[config.mk]
export PLATFORM = sky130hd
export DESIGN_NAME = adrt_ctrl
export DESIGN_NICKNAME = d
export VERILOG_FILES = /design/src/design/adrt_pkg.sv /design/src/design/adrt_ctrl.sv /design/src/design/adrt_sar.sv
export SDC_FILE = /design/constraint.sdc
export NUM_CORES = 1
export LEC_CHECK = 0
export BUFFER_PORTS_ARGS = -buffer_cell sky130_fd_sc_hd__buf_2
export CAP_MARGIN = 40
export CORE_MARGIN = 3
export CORE_UTILIZATION = 45
export DETAILED_ROUTE_END_ITERATION = 10
export PLACE_DENSITY = 0.65
export SLEW_MARGIN = 10
export SYNTH_ARGS = -nofsm -noshare
export SYNTH_HDL_FRONTEND = slang
export SYNTH_SLANG_ARGS = --single-unit
[constraint.sdc]
create_clock -name hclk -period 3.25 [get_ports hclk]
set_clock_uncertainty 0.05 [all_clocks]
set_input_delay 0.325 -clock hclk [delete_from_list [all_inputs] [get_ports hclk]]
set_output_delay 0.325 -clock hclk [all_outputs]
set_load 0.03 [all_outputs]
[src/design/adrt_pkg.sv]
/*
 * Constants, register map and types for the repeat / delayed trigger
 * converter controller. Assumes a single 40 MHz clock domain.
 */
package adrt_pkg;
	// ==========================================================
	// Register map (byte offsets)
	localparam logic [7:0] ADDR_CTL0 = 8'h00;
	localparam logic [7:0] ADDR_CTL1 = 8'h04;
	localparam logic [7:0] ADDR_CTL2 = 8'h08;
	localparam logic [7:0] ADDR_STAT = 8'h0c;
	localparam logic [2:0] RES_PAGE = 3'h1;
	// ==========================================================
	// Field positions
	localparam int CTL0_CH_LSB = 0;
	localparam int CTL0_TRG = 3;
	localparam int CTL0_START = 4;
	localparam int CTL1_MODE = 0;
	localparam int CTL1_SWEEP_LSB = 1;
	localparam int CTL2_GRP_LSB = 0;
	localparam int STAT_BUSY = 0;
	localparam int STAT_POS_LSB = 1;
	localparam int STAT_WAIT2 = 4;
	// ==========================================================
	// Sizes, timing and encodings
	localparam int RES_W = 10;
	localparam int NUM_RES = 8;
	localparam int SAMPLE_CYC_DEF = 4;
	localparam int BIT_CYC_DEF = 4;
	localparam logic MODE_REPEAT = 1'b0;
	localparam logic MODE_DT1 = 1'b1;
	localparam logic [1:0] HTRANS_NONSEQ = 2'h2;
	localparam logic [1:0] HRESP_OKAY = 2'h0;
	// ==========================================================
	// Types
	typedef enum logic [2:0] {
		S_IDLE,
		S_ARM,
		S_SAMP,
		S_CONV,
		S_WAIT2
	} adrt_state_t;
	typedef struct packed {
		logic mode;
		logic [1:0] sweep;
		logic [1:0] group;
		logic trigger_source_bit;
		logic start;
		logic [2:0] ch;
	} adrt_cfg_t;
	localparam adrt_cfg_t CFG_RST = '0;
endpackage

[src/design/adrt_ctrl.sv]
/*
 * Converter sequencer with AHB-Lite register slave: repeat mode and
 * delayed trigger mode 1. Assumes an external analog mux, a sample
 * switch and a comparator driven by dac_code; trigger and comparator
 * pins are asynchronous to hclk.
 */
// The implementer's own choices: the register addresses and the AHB-Lite register port.
// Notes on behaviour
// - Repeat mode reconverts one chosen input forever
// - Software trigger: start bit write begins conversion
// - Hardware trigger: falling pin edge after start
// - Repeat stops on start clear, no interrupt
// - Repeat input from any of four groups
// - Result lands in register of its position
// - First trigger edge converts position zero
// - Second input waits for second trigger edge
// - Early second edge remembered during first conversion
// - Edges during later sweep positions are ignored
// - Edge after finished sweep starts new sweep
// - Trigger edges sampled on converter clock
// - Interrupt request when the sweep completes
// - Sweep stops on completion or start clear
// - Sweep width gives 2, 4, 6, 8 inputs
// - Whole sweep stays in one group
`timescale 1ns/1ps
module adrt_ctrl import adrt_pkg::*; #(
	parameter int SAMPLE_CYC = SAMPLE_CYC_DEF,
	parameter int BIT_CYC = BIT_CYC_DEF
) (
	input wire logic hclk,
	input wire logic hresetn,
	input wire logic hsel,
	input wire logic [31:0] haddr,
	input wire logic [1:0] htrans,
	input wire logic hwrite,
	input wire logic [2:0] hsize,
	input wire logic [31:0] hwdata,
	input wire logic hready,
	output logic hreadyout,
	output logic [1:0] hresp,
	output logic [31:0] hrdata,
	input wire logic external_trigger_pin,
	input wire logic cmp_in,
	output logic [1:0] ain_group,
	output logic [2:0] ain_select,
	output logic sample_en,
	output logic [RES_W-1:0] dac_code,
	output logic conv_irq
);
	// ==========================================================
	// Declarations
	logic trig_s1_reg, trig_s2_reg, trig_s3_reg;
	logic cmp_s1_reg, cmp_s2_reg;
	logic trig_fall;
	logic wr_pend_reg, wr_pend_next;
	logic rd_wait_reg, rd_wait_next;
	logic [7:0] addr_reg, addr_next;
	logic hready_reg, hready_next;
	logic [31:0] hrdata_reg, hrdata_next;
	logic [1:0] hresp_reg;
	logic acc;
	adrt_cfg_t cfg_reg, cfg_next;
	adrt_state_t state_reg, state_next;
	logic [2:0] pos_reg, pos_next;
	logic edge2_reg, edge2_next;
	logic [7:0] scnt_reg, scnt_next;
	logic irq_reg, irq_next;
	logic samp_reg, samp_next;
	logic [2:0] sel_reg;
	logic [1:0] grp_reg;
	logic [RES_W-1:0] res_reg [NUM_RES];
	logic [RES_W-1:0] res_next [NUM_RES];
	logic [2:0] last_pos;
	logic sar_start, sar_abort, sar_done;
	logic [RES_W-1:0] sar_result;

	// ==========================================================
	// Pin synchronisers
	// edge sampling
	always_ff @(posedge hclk or negedge hresetn) begin
		if (!hresetn) begin
			trig_s1_reg <= 1'b1;
			trig_s2_reg <= 1'b1;
			trig_s3_reg <= 1'b1;
			cmp_s1_reg <= 1'b0;
			cmp_s2_reg <= 1'b0;
		end else begin
			trig_s1_reg <= external_trigger_pin;
			trig_s2_reg <= trig_s1_reg;
			trig_s3_reg <= trig_s2_reg;
			cmp_s1_reg <= cmp_in;
			cmp_s2_reg <= cmp_s1_reg;
		end
	end
	assign trig_fall = trig_s3_reg & ~trig_s2_reg;

	// ==========================================================
	// AHB-Lite slave
	assign acc = hsel & hready & (htrans == HTRANS_NONSEQ);

	always_comb begin
		logic [31:0] rd;
		rd = '0;
		wr_pend_next = acc & hwrite;
		rd_wait_next = acc & ~hwrite;
		addr_next = acc ? haddr[7:0] : addr_reg;
		hready_next = ~(acc & ~hwrite);
		case (addr_reg)
			ADDR_CTL0: begin
				rd[CTL0_CH_LSB+:3] = cfg_reg.ch;
				rd[CTL0_TRG] = cfg_reg.trigger_source_bit;
				rd[CTL0_START] = cfg_reg.start;
			end
			ADDR_CTL1: begin
				rd[CTL1_MODE] = cfg_reg.mode;
				rd[CTL1_SWEEP_LSB+:2] = cfg_reg.sweep;
			end
			ADDR_CTL2: rd[CTL2_GRP_LSB+:2] = cfg_reg.group;
			ADDR_STAT: begin
				rd[STAT_BUSY] = (state_reg != S_IDLE);
				rd[STAT_POS_LSB+:3] = pos_reg;
				rd[STAT_WAIT2] = (state_reg == S_WAIT2);
			end
			default: begin
				if (addr_reg[7:5] == RES_PAGE && addr_reg[1:0] == 2'h0) begin
					rd[RES_W-1:0] = res_reg[addr_reg[4:2]];
				end
			end
		endcase
		hrdata_next = rd_wait_reg ? rd : hrdata_reg;
	end

	always_ff @(posedge hclk or negedge hresetn) begin
		if (!hresetn) begin
			wr_pend_reg <= 1'b0;
			rd_wait_reg <= 1'b0;
			addr_reg <= 8'h00;
			hready_reg <= 1'b1;
			hrdata_reg <= 32'h00000000;
			hresp_reg <= HRESP_OKAY;
		end else begin
			wr_pend_reg <= wr_pend_next;
			rd_wait_reg <= rd_wait_next;
			addr_reg <= addr_next;
			hready_reg <= hready_next;
			hrdata_reg <= hrdata_next;
			hresp_reg <= HRESP_OKAY;
		end
	end

	// ==========================================================
	// Sequencer and configuration
	// sweep of 2w+2
	assign last_pos = {cfg_reg.sweep, 1'b1};

	always_comb begin
		cfg_next = cfg_reg;
		state_next = state_reg;
		pos_next = pos_reg;
		edge2_next = edge2_reg;
		scnt_next = scnt_reg;
		irq_next = 1'b0;
		sar_start = 1'b0;
		sar_abort = 1'b0;
		res_next = res_reg;
		if (wr_pend_reg) begin
			case (addr_reg)
				ADDR_CTL0: begin
					cfg_next.ch = hwdata[CTL0_CH_LSB+:3];
					cfg_next.trigger_source_bit = hwdata[CTL0_TRG];
					if (cfg_reg.mode == MODE_DT1) begin
						cfg_next.start = cfg_reg.start & hwdata[CTL0_START];
					end else begin
						cfg_next.start = hwdata[CTL0_START];
					end
				end
				ADDR_CTL1: begin
					cfg_next.mode = hwdata[CTL1_MODE];
					cfg_next.sweep = hwdata[CTL1_SWEEP_LSB+:2];
				end
				ADDR_CTL2: cfg_next.group = hwdata[CTL2_GRP_LSB+:2];
				default: begin
				end
			endcase
		end
		if (!cfg_reg.start && state_reg != S_IDLE) begin
			state_next = S_IDLE;
			edge2_next = 1'b0;
			sar_abort = 1'b1;
		end else begin
			case (state_reg)
				S_IDLE: begin
					if (cfg_reg.mode == MODE_DT1) begin
						if (trig_fall) begin
							cfg_next.start = 1'b1;
							pos_next = 3'h0;
							edge2_next = 1'b0;
							scnt_next = 8'h00;
							state_next = S_SAMP;
						end
					end else if (cfg_reg.start) begin
						pos_next = cfg_reg.ch;
						scnt_next = 8'h00;
						state_next = cfg_reg.trigger_source_bit ? S_ARM : S_SAMP;
					end
				end
				S_ARM: begin
					if (trig_fall) begin
						state_next = S_SAMP;
					end
				end
				S_SAMP: begin
					if (scnt_reg == 8'(SAMPLE_CYC - 1)) begin
						sar_start = 1'b1;
						state_next = S_CONV;
					end else begin
						scnt_next = 8'(scnt_reg + 8'h01);
					end
				end
				S_CONV: begin
					if (cfg_reg.mode == MODE_DT1 && pos_reg == 3'h0 &&
					    trig_fall) begin
						edge2_next = 1'b1;
					end
					if (sar_done) begin
						res_next[pos_reg] = sar_result;
						scnt_next = 8'h00;
						if (cfg_reg.mode == MODE_REPEAT) begin
							pos_next = cfg_reg.ch;
							state_next = S_SAMP;
						end else if (pos_reg == last_pos) begin
							cfg_next.start = 1'b0;
							irq_next = 1'b1;
							state_next = S_IDLE;
						end else if (pos_reg == 3'h0 &&
						             !(edge2_reg | trig_fall)) begin
							state_next = S_WAIT2;
						end else begin
							pos_next = 3'(pos_reg + 3'h1);
							state_next = S_SAMP;
						end
					end
				end
				S_WAIT2: begin
					if (trig_fall) begin
						pos_next = 3'h1;
						scnt_next = 8'h00;
						state_next = S_SAMP;
					end
				end
				default: state_next = S_IDLE;
			endcase
		end
		samp_next = (state_next == S_SAMP);
	end

	always_ff @(posedge hclk or negedge hresetn) begin
		if (!hresetn) begin
			cfg_reg <= CFG_RST;
			state_reg <= S_IDLE;
			pos_reg <= 3'h0;
			edge2_reg <= 1'b0;
			scnt_reg <= 8'h00;
			irq_reg <= 1'b0;
			samp_reg <= 1'b0;
			sel_reg <= 3'h0;
			grp_reg <= 2'h0;
			for (int i = 0; i < NUM_RES; i++) begin
				res_reg[i] <= '0;
			end
		end else begin
			cfg_reg <= cfg_next;
			state_reg <= state_next;
			pos_reg <= pos_next;
			edge2_reg <= edge2_next;
			scnt_reg <= scnt_next;
			irq_reg <= irq_next;
			samp_reg <= samp_next;
			sel_reg <= pos_next;
			grp_reg <= cfg_next.group;
			res_reg <= res_next;
		end
	end

	// ==========================================================
	// Converter engine
	adrt_sar #(
		.RES_W_P(RES_W),
		.BIT_CYC_P(BIT_CYC)
	) u_sar (
		.hclk(hclk),
		.hresetn(hresetn),
		.start(sar_start),
		.abort(sar_abort),
		.cmp_hi(cmp_s2_reg),
		.done(sar_done),
		.result(sar_result),
		.dac_code(dac_code)
	);

	assign hreadyout = hready_reg;
	assign hresp = hresp_reg;
	assign hrdata = hrdata_reg;
	assign ain_group = grp_reg;
	assign ain_select = sel_reg;
	assign sample_en = samp_reg;
	assign conv_irq = irq_reg;
endmodule

[src/design/adrt_sar.sv]
/*
 * Successive approximation engine: one bit per BIT_CYC_P clocks.
 * Assumes cmp_hi is already synchronised and reflects the analog
 * input being at or above dac_code.
 */
`timescale 1ns/1ps
module adrt_sar import adrt_pkg::*; #(
	parameter int RES_W_P = RES_W,
	parameter int BIT_CYC_P = BIT_CYC_DEF
) (
	input wire logic hclk,
	input wire logic hresetn,
	input wire logic start,
	input wire logic abort,
	input wire logic cmp_hi,
	output logic done,
	output logic [RES_W_P-1:0] result,
	output logic [RES_W_P-1:0] dac_code
);
	localparam int IDX_W = $clog2(RES_W_P);
	logic run_reg, run_next;
	logic [IDX_W-1:0] idx_reg, idx_next;
	logic [7:0] cnt_reg, cnt_next;
	logic [RES_W_P-1:0] code_reg, code_next;
	logic [RES_W_P-1:0] result_reg, result_next;
	logic done_reg, done_next;

	// ==========================================================
	// Bit stepping
	always_comb begin
		run_next = run_reg;
		idx_next = idx_reg;
		cnt_next = cnt_reg;
		code_next = code_reg;
		result_next = result_reg;
		done_next = 1'b0;
		if (abort) begin
			run_next = 1'b0;
		end else if (start) begin
			run_next = 1'b1;
			idx_next = IDX_W'(RES_W_P - 1);
			cnt_next = 8'h00;
			code_next = '0;
			code_next[RES_W_P-1] = 1'b1;
		end else if (run_reg) begin
			if (cnt_reg == 8'(BIT_CYC_P - 1)) begin
				cnt_next = 8'h00;
				if (!cmp_hi) begin
					code_next[idx_reg] = 1'b0;
				end
				if (idx_reg == '0) begin
					run_next = 1'b0;
					done_next = 1'b1;
					result_next = code_next;
				end else begin
					idx_next = IDX_W'(idx_reg - 1'b1);
					code_next[idx_next] = 1'b1;
				end
			end else begin
				cnt_next = 8'(cnt_reg + 8'h01);
			end
		end
	end

	always_ff @(posedge hclk or negedge hresetn) begin
		if (!hresetn) begin
			run_reg <= 1'b0;
			idx_reg <= '0;
			cnt_reg <= 8'h00;
			code_reg <= '0;
			result_reg <= '0;
			done_reg <= 1'b0;
		end else begin
			run_reg <= run_next;
			idx_reg <= idx_next;
			cnt_reg <= cnt_next;
			code_reg <= code_next;
			result_reg <= result_next;
			done_reg <= done_next;
		end
	end

	assign done = done_reg;
	assign result = result_reg;
	assign dac_code = code_reg;
endmodule

==> run_results.csv <==
group,metric,value,unit
synth,post_synth_and_or_nand_nor_area_fraction,11.27,%
final_layout,layout-area-overhead-vs-synth,13.49,%
final_layout,final_util,52.83,%
power_and_ir_drop,total_leakage_power,4.325,nW
power_and_ir_drop,power.density,697.5,nW/µm²
critical_path,worst_ep_arrival_time,2.97,ns
floorplanning,die_height,140.7,µm
cts,htree_num_levels,4,
grt,track_usage,18.34,%
place,globalplace.congestion,0.8760,
synth,synth_xor_area_share,0.9657,%
grt,grt_pass1_vias,5570,
synth,syn-instance-count,677,
grt,global_route_wire_length_before_repair,29120,µm
power_and_ir_drop,peakVddDrop,0.3562,mV
synth,synth_top_family_by_area,"multiplexers",
final_layout,layout-drive-gt1-share,31.09,%
synth,synth.mux.area_fraction,21.21,%
final_layout,register_area,4184,µm²
cts,post_cts_resize_count,0,
cts,tritoncts_clock_tree,"done",
synth,synth-seq-area-share,51.26,%
critical_path,critical_path.startpoint_type,"register",
critical_path,rrSetupSlack,0.53,ns
final_layout,final.fill_count,1482,
hold_path,min_from,"hwdata[3]",
critical_path,critical_path.max_fanout,15,
floorplanning,die_w,140.7,µm
synth,top_reg_cell_synth,"sky130_fd_sc_hd__dfrtp_1",
final_layout,multi_input_comb_area,3680,µm²
routing,via_count,5481,
sta,timing.fmax,0.3677,GHz
cts,clkLatencyLatePin,0.42,ns
routing,detail_route.first_pass.iterations,5,
sta,min_period_over_period,83.68,%
synth,synth_compound_gate_area_share,9.304,%
sta,hold_viol_final,0,
place,io_buffers,49,
flow_run,max_cap_viol_count,0,
routing,drc,0,
critical_path,timing.critical_path.slowest_cell_delay,0.63,ns
final_layout,fin_cells,968,
critical_path,timing.critical_path.cells,"and3b_1 > nand3_1 > nor2_1 > and3_1 > mux2_2",
place,dp_hpwl,12020,µm
grt,maximum_number_of_pins_on_one_net_before_global_route_repair,89,
synth,synthesis.yosys.warnings,0,
final_layout,largest_register_ff_count,80,
hold_path,holdPathEnd,"cfg_reg[4]",
sta,worst_hold_slack,0.08155,ns
cts,clock_tree.root_cell,"sky130_fd_sc_hd__clkbuf_16",
routing,drt-vias-per-instance,5.662,
run_status,run_status,"finished, final reports clean",
routing,routed_wire_length,17450,µm
synth,yosys.area_share.adder,1.226,%
hold_path,hold_path.class,"input pin to register",
cts,ctsHoldBuffers,3,
cts,tritoncts.num_buffers,17,
critical_path,critical_path.reg2reg.endpoint,"res_reg[33]",
cts,cts_num_sinks,167,
critical_path,ff_to_ff_path_depth,5,
place,place.detailed.instances,933,
final_layout,layout.cells.most_common_list,"163 x sky130_fd_sc_hd__dfrtp_1, 100 x sky130_fd_sc_hd__mux2_2, 48 x sky130_fd_sc_hd__buf_2, 40 x sky130_fd_sc_hd__nand2_1, 38 x sky130_fd_sc_hd__o21ai_0",
cts,cts.reportedPaths.clkPinSlew,0.06,ns
floorplanning,io-pin-count,128,
synth,yosys.cell_types.count,65,
hold_path,holdPathStages,2,
sta,timing_worst_slew_pin_value,0.9019,ns
sta,setup_tns,0,ns
synth,synth_edf_count,0,
sta,layout_min_cycle_time,2.720,ns
synth,yosys_register_bits,167,
sta,timing.max_slew.rel_slack,39.74,%
routing,first_iter_violations,371,
final_layout,n_antenna_cell,0,
critical_path,worst-setup-path-type,"register to register",
grt,grt_antenna_before_repair,0,
floorplanning,core,17540,µm²
critical_path,required_arrival_time_at_the_worst_endpoint,3.50,ns
sta,final-max-slew-violation-count,0,
final_layout,final_nets,814,
grt,grt_overflow_total,0,
critical_path,slowest_cell_on_crit_path,"sky130_fd_sc_hd__and3_1",
floorplanning,floorplan.initialDensity,46.55,%
synth,synth.cell_area,8163,µm²
routing,post_drt_wl_per_cell,18.03,µm
floorplanning,placement_rows,48,
critical_path,cp-end-kind,"register",
cts,cts-root-to-sink-buffers,2,
final_layout,mostFrequentLayoutCell,"sky130_fd_sc_hd__dfrtp_1",
sta,final-setup-viol-count,0,
sta,grt_setup_unrepaired,"no",
synth,syn_avg_cell_area,12.06,µm²
floorplanning,floorplan.die_area,19790,µm²
synth,synthArstFlopShare,100.0,%
cts,postCtsSetupBuffers,0,
routing,drt.antenna.violating_nets,0,
critical_path,rr_startpoint,"state_reg[0]",
## cells in the mapped netlist, types with 5 or more instances
master | count | share of area (%)
sky130_fd_sc_hd__mux4_2 | 22 | 6.1
sky130_fd_sc_hd__buf_2 | 5 | 0.31
sky130_fd_sc_hd__inv_1 | 19 | 0.87
sky130_fd_sc_hd__and3_1 | 10 | 0.77
sky130_fd_sc_hd__mux2i_1 | 11 | 1.3
sky130_fd_sc_hd__mux2_2 | 100 | 14
sky130_fd_sc_hd__nand2_1 | 40 | 1.8
sky130_fd_sc_hd__o22ai_1 | 6 | 0.46
sky130_fd_sc_hd__o21ai_0 | 38 | 2.3
sky130_fd_sc_hd__ha_1 | 8 | 1.2
sky130_fd_sc_hd__clkbuf_1 | 18 | 0.83
sky130_fd_sc_hd__nand2b_1 | 15 | 1.1
sky130_fd_sc_hd__a21oi_1 | 22 | 1.3
sky130_fd_sc_hd__buf_4 | 26 | 2.4
sky130_fd_sc_hd__nand3_1 | 19 | 1.2
sky130_fd_sc_hd__a21o_1 | 7 | 0.64
sky130_fd_sc_hd__xnor2_1 | 7 | 0.75
sky130_fd_sc_hd__nor2_1 | 27 | 1.2
sky130_fd_sc_hd__a31oi_1 | 6 | 0.46
sky130_fd_sc_hd__nor2b_1 | 6 | 0.46
sky130_fd_sc_hd__dfrtp_1 | 163 | 50
sky130_fd_sc_hd__o31ai_1 | 8 | 0.74
sky130_fd_sc_hd__o221ai_1 | 6 | 0.64
sky130_fd_sc_hd__nor3_1 | 9 | 0.55
sky130_fd_sc_hd__or3_1 | 5 | 0.38
sky130_fd_sc_hd__nand4b_1 | 6 | 0.64
## critical path: cells and delay by family, from the launching register on
family | cells | cell delay (ns)
flops | 1 | 0.59
simple gates | 4 | 1.55
mux | 1 | 0.40
## report_power, final
group          total [W]  switching (W)  internal (W)
clock network    0.00221       0.000810       0.00140
registers        0.00263       0.000342       0.00228
logic            0.00162       0.000999      0.000622
total            0.00646        0.00215       0.00431
## metrics by stage
step / cell area [µm²] / total power, W / setup slack (ns)
floorplan: 8249 / 0.003808 / 0.9750
detailed placement: 8578 / 0.004266 / 0.5824
global placement: 8578 / 0.004217 / 0.5858
finish: 9264 / 0.006462 / 0.5303
CTS: 9264 / 0.006501 / 0.5726
global route: 9264 / 0.006789 / 0.3644
## logic make-up after synthesis
group	count (synthesis)
mux	133
simple gates	167
buf+inv	73
other cells	1
flops	167
compound gates	119
xor+xnor	9
fa+ha+maj	8
## area by class of cell
type	instances	share of cell area, %
Inverter	19	0.7699
Timing Repair Buffer	65	4.227
Multi-Input combinational cell	460	39.72
Clock buffer	20	4.930
Clock inverter	12	2.147
Tap cell	225	3.039
Sequential cell	167	45.16
## per-layer routing
metal  track usage, %  vias to the layer above  share of wire [%]
li1                 -                     2548                  -
met1            23.98                     2769                 44
met2            30.97                      147                 50
met3            3.494                       17                4.5
met4            5.966                        0                1.2
met5                0                        -                  0
## worst max-delay path by stage
| stage | start | end | cells past startpoint |
|---|---|---|---|
| 6_report | state_reg[0] | res_reg[33] | 5 |
| 3_5_place_dp | state_reg[0] | res_reg[36] | 5 |
| 4_1_cts | state_reg[0] | res_reg[33] | 5 |
| 2_1_floorplan | u_sar.cnt_reg[0] | u_sar.idx_reg[0] | 6 |
| 3_3_place_gp | state_reg[0] | res_reg[35] | 5 |
| 5_1_grt | state_reg[0] | u_sar.result[6] | 5 |
Power figures use the tool's default switching activity.
